### config.mk
export PLATFORM = sky130hd
export DESIGN_NAME = sfsp_device_flat
export DESIGN_NICKNAME = d
export VERILOG_FILES = /design/src/design/sfsp_pkg.sv /design/src/design/sfsp_link_if.sv /design/src/design/sfsp_device.sv /design/src/flat_wrapper.sv
export SDC_FILE = /design/constraint.sdc
export NUM_CORES = 1
export LEC_CHECK = 0
export BUFFER_PORTS_ARGS = -buffer_cell sky130_fd_sc_hd__buf_2
export CORE_MARGIN = 2
export CORE_UTILIZATION = 55
export DETAILED_ROUTE_END_ITERATION = 12
export GPL_ROUTABILITY_DRIVEN = 0
export PLACE_DENSITY = 0.85
export SLEW_MARGIN = 20
export SYNTH_ARGS = -nofsm -noshare
export SYNTH_HDL_FRONTEND = slang
export SYNTH_SLANG_ARGS = --single-unit
### constraint.sdc
create_clock -name core_clk_i -period 5.23 [get_ports core_clk_i]
set_input_delay 0.7845 -clock core_clk_i [delete_from_list [all_inputs] [get_ports core_clk_i]]
set_output_delay 0.7845 -clock core_clk_i [all_outputs]
set_load 0.01 [all_outputs]
### src/design/sfsp_pkg.sv
// Purpose: Shared constants for the serial flash status and protect link
// Assumes: Both ends and the bench import this package
// Notes: Opcodes, status bit positions, protect bounds and host register map
package sfsp_pkg;
  // Command opcodes
  localparam logic [7:0] OP_WRSR = 8'h01;
  localparam logic [7:0] OP_WRDI = 8'h04;
  localparam logic [7:0] OP_RDSR = 8'h05;
  localparam logic [7:0] OP_WREN = 8'h06;
  localparam logic [7:0] OP_PDN = 8'hb9;
  localparam logic [7:0] OP_PDX = 8'hab;
  localparam logic [7:0] OP_SSE = 8'hd7;
  // Whole bytes each command must carry, opcode included; LEN_MAX caps the device byte count
  localparam logic [2:0] LEN_ONE = 3'h1;
  localparam logic [2:0] LEN_WRSR = 3'h2;
  localparam logic [2:0] LEN_SSE = 3'h4;
  localparam logic [2:0] LEN_MAX = 3'h7;
  // Status bit positions
  localparam int ST_BUSY = 0;
  localparam int ST_WEL = 1;
  localparam int ST_PL_LO = 2;
  localparam int ST_PL_HI = 3;
  localparam int ST_LOCK = 7;
  localparam logic [2:0] ST_FIRST = 3'h7;
  // Protect level codes and lowest protected address
  localparam logic [1:0] PL_NONE = 2'h0;
  localparam logic [1:0] PL_QUARTER = 2'h1;
  localparam logic [1:0] PL_HALF = 2'h2;
  localparam logic [17:0] PROT_Q_BASE = 18'h30000;
  localparam logic [17:0] PROT_H_BASE = 18'h20000;
  localparam logic [17:0] PROT_ALL_BASE = 18'h00000;
  localparam logic [2:0] NV_RESET = 3'h0;
  // Pin positions in the device synchroniser
  localparam int PIN_CS = 0;
  localparam int PIN_SCK = 1;
  localparam int PIN_SI = 2;
  localparam int PIN_WP = 3;
  // Host serial clock timing
  localparam int CLK_PERIOD_NS = 10;
  localparam int LINK_PERIOD_NS = 160;
  localparam int SCK_HALF_CYC = LINK_PERIOD_NS / (2 * CLK_PERIOD_NS);
  // Host register byte offsets and command fields
  localparam logic [4:0] REG_CMD = 5'h00;
  localparam logic [4:0] REG_TXDATA = 5'h04;
  localparam logic [4:0] REG_RXDATA = 5'h08;
  localparam logic [4:0] REG_STAT = 5'h0c;
  localparam logic [4:0] REG_CTRL = 5'h10;
  localparam int CMD_TX_LSB = 8;
  localparam int CMD_RX_LSB = 11;
endpackage

### src/design/sfsp_link_if.sv
// Purpose: Serial link between the flash end and the controller end
// Assumes: Serial output idles high through a pull-up when undriven
// Notes: so_line is the resolved level of the serial output wire
`timescale 1ns/10ps
interface sfsp_link_if;
  logic cs_n;
  logic sck;
  logic si;
  logic wp;
  logic so;
  logic so_oe;
  logic so_line;

  // Resolve the shared output wire with a weak pull-up
  assign so_line = so_oe ? so : 1'b1;

  modport flash (input cs_n, input sck, input si, input wp, output so, output so_oe);
  modport ctrl (output cs_n, output sck, output si, output wp, input so_line);
endinterface

### src/design/sfsp_device.sv
// Purpose: Flash end: status register, write latch, protection, power-down, small erase
// Assumes: SPI mode 0 or 3, link pins sampled by core_clk_i well above sck rate
// Notes: Array contents are not held; an erase is reported on erase_start_o
//
// Implementation choices: the address map and the Avalon-MM register port.
`timescale 1ns/10ps
module sfsp_device
  import sfsp_pkg::*;
#(
  parameter int unsigned ERASE_CYCLES = 5000,
  parameter int unsigned WRSR_CYCLES = 5000
)
(
  input wire logic core_clk_i,
  input wire logic reset_n_i,
  sfsp_link_if.flash link,
  output logic [7:0] status_o,
  output logic erase_start_o,
  output logic [5:0] erase_block_o,
  output logic power_down_o
);

  logic [3:0] pins_raw;
  logic [3:0] pin_meta_reg;
  logic [3:0] pin_sync_reg;
  logic sck_prev_reg;
  logic cs_prev_reg;
  logic sck_rise;
  logic sck_fall;
  logic cs_rise;
  logic selected;
  logic [6:0] shift_reg;
  logic [2:0] bit_cnt_reg;
  logic [2:0] byte_cnt_reg;
  logic [7:0] opcode_reg;
  logic [23:0] addr_reg;
  logic [7:0] byte_in;
  logic byte_done;
  logic rd_arm_reg;
  logic [2:0] out_idx_reg;
  logic so_reg;
  logic so_oe_reg;
  logic pl_lo_reg;
  logic pl_hi_reg;
  logic lock_reg;
  logic wel_reg;
  logic busy_reg;
  logic [23:0] busy_cnt_reg;
  logic pd_reg;
  logic [7:0] status_now;
  logic frame_ok;
  logic do_wren;
  logic do_wrdi;
  logic do_wrsr;
  logic do_sse;
  logic do_pdn;
  logic wake;
  logic erase_start_reg;
  logic [5:0] erase_block_reg;
  logic [7:0] status_reg;

  // True when the address falls inside the range the protect level covers
  function automatic logic is_protected(input logic [1:0] level, input logic [17:0] addr);
    logic hit;
    hit = 1'b1;
    unique case (level)
      PL_NONE: hit = 1'b0;
      PL_QUARTER: hit = (addr >= PROT_Q_BASE);
      PL_HALF: hit = (addr >= PROT_H_BASE);
      default: hit = (addr >= PROT_ALL_BASE);
    endcase
    return hit;
  endfunction

  // Two-flop synchroniser for every link pin
  assign pins_raw = {link.wp, link.si, link.sck, link.cs_n};

  always_ff @(posedge core_clk_i or negedge reset_n_i)
  begin
    if (!reset_n_i)
    begin
      pin_meta_reg <= 4'h1;
      pin_sync_reg <= 4'h1;
      sck_prev_reg <= 1'b0;
      cs_prev_reg <= 1'b1;
    end
    else
    begin
      pin_meta_reg <= pins_raw;
      pin_sync_reg <= pin_meta_reg;
      sck_prev_reg <= pin_sync_reg[PIN_SCK];
      cs_prev_reg <= pin_sync_reg[PIN_CS];
    end
  end

  // Edge detection on the synchronised pins
  assign selected = !pin_sync_reg[PIN_CS];
  assign sck_rise = selected && pin_sync_reg[PIN_SCK] && !sck_prev_reg;
  assign sck_fall = selected && !pin_sync_reg[PIN_SCK] && sck_prev_reg;
  assign cs_rise = pin_sync_reg[PIN_CS] && !cs_prev_reg;
  assign byte_in = {shift_reg, pin_sync_reg[PIN_SI]};
  assign byte_done = sck_rise && (bit_cnt_reg == 3'h7);

  // Shift input bits MSB first on rising sck; collect opcode and address
  always_ff @(posedge core_clk_i or negedge reset_n_i)
  begin
    if (!reset_n_i)
    begin
      shift_reg <= 7'h00;
      bit_cnt_reg <= 3'h0;
      byte_cnt_reg <= 3'h0;
      opcode_reg <= 8'h00;
      addr_reg <= 24'h000000;
    end
    else if (!selected)
    begin
      bit_cnt_reg <= 3'h0;
      byte_cnt_reg <= 3'h0;
    end
    else if (sck_rise)
    begin
      shift_reg <= byte_in[6:0];
      bit_cnt_reg <= bit_cnt_reg + 3'h1;
      if (bit_cnt_reg == 3'h7)
      begin
        if (byte_cnt_reg == 3'h0)
          opcode_reg <= byte_in;
        else
          addr_reg <= {addr_reg[15:0], byte_in};
        if (byte_cnt_reg != LEN_MAX)
          byte_cnt_reg <= byte_cnt_reg + 3'h1;
      end
    end
  end

  // Live status image
  always_comb
  begin
    status_now = 8'h00;
    status_now[ST_BUSY] = busy_reg;
    status_now[ST_WEL] = wel_reg;
    status_now[ST_PL_LO] = pl_lo_reg;
    status_now[ST_PL_HI] = pl_hi_reg;
    status_now[ST_LOCK] = lock_reg;
  end

  // Status read output, armed even while busy, silent in power-down
  always_ff @(posedge core_clk_i or negedge reset_n_i)
  begin
    if (!reset_n_i)
    begin
      rd_arm_reg <= 1'b0;
      out_idx_reg <= ST_FIRST;
      so_reg <= 1'b0;
      so_oe_reg <= 1'b0;
    end
    else if (!selected)
    begin
      rd_arm_reg <= 1'b0;
      out_idx_reg <= ST_FIRST;
      so_oe_reg <= 1'b0;
    end
    else
    begin
      if (byte_done && byte_cnt_reg == 3'h0 && byte_in == OP_RDSR && !pd_reg)
        rd_arm_reg <= 1'b1;
      if (sck_fall && rd_arm_reg)
      begin
        so_reg <= status_now[out_idx_reg];
        so_oe_reg <= 1'b1;
        out_idx_reg <= out_idx_reg - 3'h1;
      end
    end
  end

  assign link.so = so_reg;
  assign link.so_oe = so_oe_reg;

  // Command decode at the end of a whole-byte frame; wake at the end of the opcode byte
  assign frame_ok = cs_rise && (bit_cnt_reg == 3'h0) && !pd_reg;
  assign do_wren = frame_ok && opcode_reg == OP_WREN && byte_cnt_reg == LEN_ONE;
  assign do_wrdi = frame_ok && opcode_reg == OP_WRDI && byte_cnt_reg == LEN_ONE;
  assign do_wrsr = frame_ok && opcode_reg == OP_WRSR && byte_cnt_reg == LEN_WRSR
                   && wel_reg && !busy_reg
                   && !(lock_reg && !pin_sync_reg[PIN_WP]);
  assign do_sse = frame_ok && opcode_reg == OP_SSE && byte_cnt_reg == LEN_SSE
                  && wel_reg && !busy_reg
                  && !is_protected({pl_hi_reg, pl_lo_reg},
                                   {addr_reg[17:12], 12'h000});
  assign do_pdn = frame_ok && opcode_reg == OP_PDN && byte_cnt_reg == LEN_ONE
                  && !busy_reg;
  assign wake = byte_done && byte_cnt_reg == 3'h0 && byte_in == OP_PDX;

  // Nonvolatile protect and lock bits; other status bits are never written
  always_ff @(posedge core_clk_i or negedge reset_n_i)
  begin
    if (!reset_n_i)
      {lock_reg, pl_hi_reg, pl_lo_reg} <= NV_RESET;
    else if (do_wrsr)
      {lock_reg, pl_hi_reg, pl_lo_reg} <=
        {addr_reg[ST_LOCK], addr_reg[ST_PL_HI], addr_reg[ST_PL_LO]};
  end

  // Internal write timer for status write and small erase
  always_ff @(posedge core_clk_i or negedge reset_n_i)
  begin
    if (!reset_n_i)
    begin
      busy_reg <= 1'b0;
      busy_cnt_reg <= 24'h000000;
    end
    else if (do_wrsr)
    begin
      busy_reg <= 1'b1;
      busy_cnt_reg <= 24'(WRSR_CYCLES);
    end
    else if (do_sse)
    begin
      busy_reg <= 1'b1;
      busy_cnt_reg <= 24'(ERASE_CYCLES);
    end
    else if (busy_reg)
    begin
      busy_cnt_reg <= busy_cnt_reg - 24'h000001;
      if (busy_cnt_reg <= 24'h000001)
        busy_reg <= 1'b0;
    end
  end

  // Write latch: cleared at reset, by disable and on completion; enable wins
  always_ff @(posedge core_clk_i or negedge reset_n_i)
  begin
    if (!reset_n_i)
      wel_reg <= 1'b0;
    else if (do_wren)
      wel_reg <= 1'b1;
    else if (do_wrdi)
      wel_reg <= 1'b0;
    else if (busy_reg && busy_cnt_reg <= 24'h000001)
      wel_reg <= 1'b0;
  end

  // Power-down state
  always_ff @(posedge core_clk_i or negedge reset_n_i)
  begin
    if (!reset_n_i)
      pd_reg <= 1'b0;
    else if (wake && pd_reg)
      pd_reg <= 1'b0;
    else if (do_pdn)
      pd_reg <= 1'b1;
  end

  // Registered user-side outputs
  always_ff @(posedge core_clk_i or negedge reset_n_i)
  begin
    if (!reset_n_i)
    begin
      erase_start_reg <= 1'b0;
      erase_block_reg <= 6'h00;
      status_reg <= 8'h00;
    end
    else
    begin
      erase_start_reg <= do_sse;
      if (do_sse)
        erase_block_reg <= addr_reg[17:12];
      status_reg <= status_now;
    end
  end

  assign status_o = status_reg;
  assign erase_start_o = erase_start_reg;
  assign erase_block_o = erase_block_reg;
  assign power_down_o = pd_reg;

endmodule

### src/flat_wrapper.sv
// flat-port wrapper written by rule: the top's interface ports become plain ports
module sfsp_device_flat import sfsp_pkg::*;
#(
  parameter int unsigned ERASE_CYCLES = 5000,
  parameter int unsigned WRSR_CYCLES = 5000
)
  (core_clk_i, reset_n_i, status_o, erase_start_o, erase_block_o, power_down_o, link_cs_n, link_sck, link_si, link_wp, link_so, link_so_oe);
  sfsp_link_if link_i ();
  input wire logic core_clk_i;
  input wire logic reset_n_i;
  output logic [7:0] status_o;
  output logic erase_start_o;
  output logic [5:0] erase_block_o;
  output logic power_down_o;
  input wire logic [$bits(link_i.cs_n)-1:0] link_cs_n;
  input wire logic [$bits(link_i.sck)-1:0] link_sck;
  input wire logic [$bits(link_i.si)-1:0] link_si;
  input wire logic [$bits(link_i.wp)-1:0] link_wp;
  output wire logic [$bits(link_i.so)-1:0] link_so;
  output wire logic [$bits(link_i.so_oe)-1:0] link_so_oe;
  assign link_i.cs_n = link_cs_n;
  assign link_i.sck = link_sck;
  assign link_i.si = link_si;
  assign link_i.wp = link_wp;
  assign link_so = link_i.so;
  assign link_so_oe = link_i.so_oe;
  sfsp_device #(.ERASE_CYCLES(ERASE_CYCLES), .WRSR_CYCLES(WRSR_CYCLES)) u_core (.core_clk_i(core_clk_i), .reset_n_i(reset_n_i), .link(link_i), .status_o(status_o), .erase_start_o(erase_start_o), .erase_block_o(erase_block_o), .power_down_o(power_down_o));
endmodule
==> results of run 1 <==
[layout make-up]
cell class | count | area (sq um)
Fill cell | 594 | 2750
Tap cell | 99 | 123.9
Multi-Input combinational cell | 223 | 1682
Clock buffer | 12 | 155.1
Inverter | 14 | 52.55
Sequential cell | 95 | 2385
Timing Repair Buffer | 23 | 125.1
Clock inverter | 3 | 18.77
[worst max-delay path: stages, from the launching register on]
cell      delay [ns]
dfstp_2         0.67
nor4bb_1        0.49
o211ai_1        0.23
nor2_1          0.45
mux2_2          0.40
[cells by family after synthesis]
group | after synthesis
buf+inv | 26
mux | 43
fa+ha+maj | 11
flops | 95
xor+xnor | 11
compound gates | 44
other cells | 1
simple gates | 111
[power breakdown]
part	switching, uW	total, uW	leakage, uW	internal [uW]
Clock	233	429	0.0000922	196
Combinational	28.3	56.7	0.000855	28.4
Sequential	37.7	799	0.00128	762
[cells in the mapped netlist (all sizes together), types with 2 or more instances]
cell | number | area [sq um]
dfrtp | 89 | 2227
mux2 | 39 | 439.2
nor2 | 22 | 82.58
a21oi | 17 | 88.84
nand2 | 16 | 60.06
inv | 14 | 52.55
ha | 11 | 137.6
nand4 | 10 | 62.56
o21ai | 10 | 50.05
nor3 | 9 | 45.04
o31ai | 8 | 60.06
or4 | 8 | 67.56
xor2 | 7 | 61.31
buf | 6 | 37.53
clkbuf | 6 | 22.52
dfstp | 6 | 157.7
nand2b | 6 | 37.54
nor4 | 6 | 43.79
or3 | 6 | 42.54
nand3 | 5 | 25.02
xnor2 | 4 | 35.03
and3b | 3 | 26.28
mux2i | 3 | 30.03
nor4bb | 3 | 30.03
or2 | 3 | 18.77
a21o | 2 | 15.01
and4 | 2 | 17.52
and4b | 2 | 20.02
nor2b | 2 | 12.51
nor3b | 2 | 15.01
[final timing paths]
| kind | start | endpoint | slack, ns |
|---|---|---|---|
| max | u_core.pin_sync_reg[0] | u_core.erase_block_o[1] | 2.87 |
| min | reset_n_i | u_core.busy_cnt_reg[11] | 0.28 |
| max reg2reg | u_core.pin_sync_reg[0] | u_core.erase_block_o[1] | 2.87 |
| min reg2reg | u_core.pin_meta_reg[1] | u_core.pin_sync_reg[1] | 0.35 |
| max in group asynchronous | reset_n_i | u_core.addr_reg[12] | 3.73 |
| min in group core_clk_i | u_core.pin_meta_reg[1] | u_core.pin_sync_reg[1] | 0.35 |
[routing by layer]
metal  track usage  vias to the layer above  share of wire
li1              -                     1276              -
met1        0.2450                     1376           0.45
met2        0.3179                       40           0.49
met3       0.05145                       17          0.031
met4       0.06692                        0          0.020
met5             0                        -              0
[per-stage QoR]
stage            util  hold slack (ns)  cells  setup slack, ns
4_1_cts        0.6220           0.2673    469            2.885
6_report       0.6229           0.2781    469            2.867
3_3_place_gp   0.5981           0.3349    454            2.940
2_1_floorplan       -           0.3312    344            3.269
5_1_grt        0.6229           0.2564    469            2.680
3_5_place_dp   0.5981           0.3364    454            2.898
==> results.sh, run 1 <==
export IMPL_p_per_area_nw_per_um2=282.9
export IMPL_largest_reg_flops=24
export IMPL_firstDrtPassIters=4
export IMPL_overflow=0
export IMPL_vias_per_cell=5.776
export IMPL_synth_seq_cells=95
export IMPL_max_clock_freq_mhz=423.2
export IMPL_total_power_uw=1285
export IMPL_wl_microns=7353
export IMPL_grt_pass1_wl_microns=12770
export IMPL_track_usage=0.1921
export IMPL_worst_path_max_fanout=13
export IMPL_synth_compound_area_frac=0.06398
export IMPL_endpoint_kind="flip-flop"
export IMPL_wl_per_cell_microns=15.68
export IMPL_cts_buffers=9
export IMPL_synth_cell_types=50
export IMPL_die_w_microns=91.03
export IMPL_clk_path_buf_depth=2
export IMPL_die_y_microns=91.03
export IMPL_post_route_min_period_ns=2.363
export IMPL_netlist_area_sq_um=4165
export IMPL_drv_slew=0
export IMPL_insertedDiodeCount=0
export IMPL_synth_simple_area_share=0.1613
export IMPL_p_leak_uw=0.002226
export IMPL_avgSynthCellArea_sq_um=12.18
export IMPL_clkSlewWorstSetupHoldPaths_ns=0.08
export IMPL_cts_sinks=95
export IMPL_synthArstFlopShare=1.000
export IMPL_final_layout_size_suffix_gt1_frac=0.2568
export IMPL_area_growth_syn_to_layout_pct=9.042
export IMPL_fin_setup_tns_ns=0
export IMPL_portBuffers=20
export IMPL_cts_tree="yes"
export IMPL_synth_edf_count=0
export IMPL_start_util=0.5712
export IMPL_final_nets=383
export IMPL_htreeDepth=3
export IMPL_post_dp_cell_area_sq_um=4362
export IMPL_seq_area_frac_synth=0.5725
export IMPL_skew_ns=0.005265
export IMPL_drt_iter0_drc=167
export IMPL_required_ns=5.46
export IMPL_setup_violations=0
export IMPL_fin_crit_sh=0.4518
export IMPL_cap_violations=0
export IMPL_coreArea_sq_um=7292
export IMPL_drc=0
export IMPL_synthAdderAreaFrac=0.03304
export IMPL_synth_xor_xnor_area_share=0.02313
export IMPL_worst_slew_pin_slew_ns=0.9658
export IMPL_reg2regPathDepth=4
export IMPL_status="finished, final reports clean"
export IMPL_arrival_ns=2.60
export IMPL_hold_viol=0
export IMPL_row_count=31
export IMPL_final_common_cell="dfrtp_1"
export IMPL_stdcell_area_sq_um=4542
export IMPL_die_area_sq_um=8286
export IMPL_antenna_found_initial=0
export IMPL_crit_path_start_kind="flip-flop"
export IMPL_vias=2709
export IMPL_worst_setup_path_type="flip-flop to flip-flop"
export IMPL_grt_pass1_vias=2717
export IMPL_synthesis_instances=342
export IMPL_hpwl_microns=5214
export IMPL_cts_hold_buf=0
export IMPL_cts_setup_buffers=0
export IMPL_cts_root_buffer="clkbuf_8"
export IMPL_cts_resized_gates=0
export IMPL_final_cell_mix="dfrtp_1, mux2_2, nor2_1"
export IMPL_synthMuxAreaShare=0.1181
export IMPL_grt_start_max_net_pins=80
export IMPL_io_pin_count=24
export IMPL_grt_setup_unrepaired="no"
export IMPL_synth_top_family_by_area="simple AND/OR/NAND/NOR gates"
export IMPL_insertion_delay_ns=0.35
export IMPL_hold_path_class="input pin to asynchronous set/reset pin"
export IMPL_ys_warn_count=0
export IMPL_slew_headroom=0.3561
export IMPL_ant_nets=0
export IMPL_synthFlopType="dfrtp_1"
export IMPL_peakVddDrop_v=0.0001810
(Power assumes the default switching activity.)
==> run 2: changes to the inputs <==
==> constraint.sdc (replaced) <==
create_clock -name core_clk_i -period 2.36 [get_ports core_clk_i]
set_input_delay 0.354 -clock core_clk_i [delete_from_list [all_inputs] [get_ports core_clk_i]]
set_output_delay 0.354 -clock core_clk_i [all_outputs]
set_load 0.01 [all_outputs]
==> results.sh, run 2 (synthesis results as in run 1) <==
export IMPL_status="finished, final reports clean"
export IMPL_clkSlewWorstSetupHoldPaths_ns=0.10
export IMPL_whs_ns=0.07268
export IMPL_wl_microns=7961
export IMPL_min_from="link_cs_n"
export IMPL_final_cell_mix="dfrtp_1, mux2_2, nor2_1"
export IMPL_slew_headroom=0.6230
export IMPL_p_leak_uw=0.002265
export IMPL_peakVddDrop_v=0.0003678
export IMPL_vias=2784
export IMPL_insertedDiodeCount=0
export IMPL_start_util=0.5712
export IMPL_htreeDepth=3
export IMPL_cts_root_buffer="clkbuf_8"
export IMPL_grt_pass1_vias=2876
export IMPL_die_area_sq_um=8286
export IMPL_final_layout_size_suffix_gt1_frac=0.2737
export IMPL_largest_reg_flops=24
export IMPL_post_dp_cell_area_sq_um=4434
export IMPL_required_ns=2.63
export IMPL_p_per_area_nw_per_um2=623.7
export IMPL_vias_per_cell=5.812
export IMPL_firstDrtPassIters=4
export IMPL_cts_setup_buffers=0
export IMPL_max_clock_freq_mhz=480.9
export IMPL_total_power_uw=2888
export IMPL_drv_slew=0
export IMPL_hpwl_microns=5571
export IMPL_track_usage=0.2051
export IMPL_drt_iter0_drc=151
export IMPL_row_count=31
export IMPL_io_pin_count=24
export IMPL_worst_path_max_fanout=6
export IMPL_overflow=0
export IMPL_critPathMaxStageDelay_ns=0.43
export IMPL_arrival_ns=2.35
export IMPL_worst_slew_pin_slew_ns=0.5655
export IMPL_cp_slowest_cell="nor4bb_2"
export IMPL_drc=0
export IMPL_final_common_cell="dfrtp_1"
export IMPL_portBuffers=20
export IMPL_clk_path_buf_depth=2
export IMPL_grt_setup_unrepaired="no"
export IMPL_ant_nets=0
export IMPL_insertion_delay_ns=0.37
export IMPL_r2r_slack_ns=0.28
export IMPL_die_w_microns=91.03
export IMPL_wl_per_cell_microns=16.62
export IMPL_worst_setup_path_type="flip-flop to flip-flop"
export IMPL_hold_viol=0
export IMPL_post_route_min_period_ns=2.079
export IMPL_cts_buffers=9
export IMPL_grt_pass1_wl_microns=13440
export IMPL_min_delay_path_depth=1
export IMPL_fin_crit_sh=0.8811
export IMPL_cap_violations=0
export IMPL_r2r_start="u_core.bit_cnt_reg[0]"
export IMPL_final_nets=392
export IMPL_hold_path_class="input pin to flip-flop"
export IMPL_cts_sinks=95
export IMPL_worstHoldEndpoint="u_core.pin_meta_reg[0]"
export IMPL_skew_ns=0.01356
export IMPL_crit_path_start_kind="flip-flop"
export IMPL_stdcell_area_sq_um=4629
export IMPL_grt_start_max_net_pins=46
export IMPL_fin_setup_tns_ns=0
export IMPL_antenna_found_initial=0
export IMPL_path_cells="inv_1, ha_1, nor4bb_2, o211ai_1, nor2_1, buf_4, mux2_2"
export IMPL_setup_violations=0
export IMPL_die_y_microns=91.03
export IMPL_area_growth_syn_to_layout_pct=11.14
export IMPL_r2r_end="u_core.erase_block_o[2]"
export IMPL_coreArea_sq_um=7292
export IMPL_cts_tree="yes"
export IMPL_endpoint_kind="flip-flop"
export IMPL_reg2regPathDepth=7
## run 2: cell count changes in the layout (fill, tap and decap cells not counted), moves of 2 or more
cell      previous run  this run
clkinv_2             2         0
buf_4                4        11
clkbuf_8            11         9
inv_6                0         2
## run 2: layer usage
metal	vias to the layer above	routed length, microns	GRT usage
met3	16	301	0.06390
met5	-	0	0
met4	0	127	0.06313
met1	1413	3346	0.2388
met2	60	4185	0.3623
li1	1295	-	-
## run 2: metrics by stage
| step | std cells | utilization | setup WS (ns) |
|---|---|---|---|
| finish | 479 | 0.6349 | 0.2807 |
| global route | 479 | 0.6349 | 0.1654 |
| detailed placement | 462 | 0.6081 | 0.1231 |
| CTS | 479 | 0.6333 | 0.07270 |
| global placement | 462 | 0.6081 | 0.2474 |
| floorplan | 344 | - | 0.3993 |
## run 2: cell type report
class | count | area (sq um)
Timing Repair Buffer | 32 | 207.7
Multi-Input combinational cell | 223 | 1687
Fill cell | 565 | 2663
Tap cell | 99 | 123.9
Inverter | 14 | 52.55
Clock buffer | 11 | 131.4
Sequential cell | 95 | 2385
Clock inverter | 5 | 42.54
## run 2: how the worst max path moves through the flow
stage / cells after the start / start / end / slack (ns)
after detailed placement: 6 / u_core.bit_cnt_reg[0] / u_core.pl_lo_reg / 0.12
after global routing: 4 / u_core.busy_cnt_reg[14] / u_core.busy_cnt_reg[21] / 0.17
final: 7 / u_core.bit_cnt_reg[0] / u_core.erase_block_o[2] / 0.28
after floorplan: 6 / u_core.bit_cnt_reg[0] / u_core.erase_block_o[0] / 0.40
after global placement: 6 / u_core.bit_cnt_reg[0] / u_core.pl_hi_reg / 0.25
after CTS: 6 / u_core.bit_cnt_reg[0] / u_core.pl_lo_reg / 0.07
## run 2: critical path: cells and delay by family, from the launching register on
kind / cells / cell delay, ns
DFF: 1 / 0.42
AOI/OAI and AO/OA: 1 / 0.21
and+or+nand+nor: 2 / 0.62
muxes: 1 / 0.34
buffers and inverters: 2 / 0.26
adders and majority gates: 1 / 0.13
## run 2: repair_timing
action                                  in CTS  in global routing
gates resized for setup                      0                  2
endpoints found under the hold margin       39                  0
hold buffers                                 1                  0
endpoints found under the setup margin       0                  9
## run 2: power by group
group / internal [uW] / leakage (uW) / switching (uW)
Combinational: 68.9 / 0.000902 / 72.0
Sequential: 1690 / 0.00128 / 85.5
Clock: 395 / 0.0000845 / 578
Total: 2150 / 0.00226 / 736
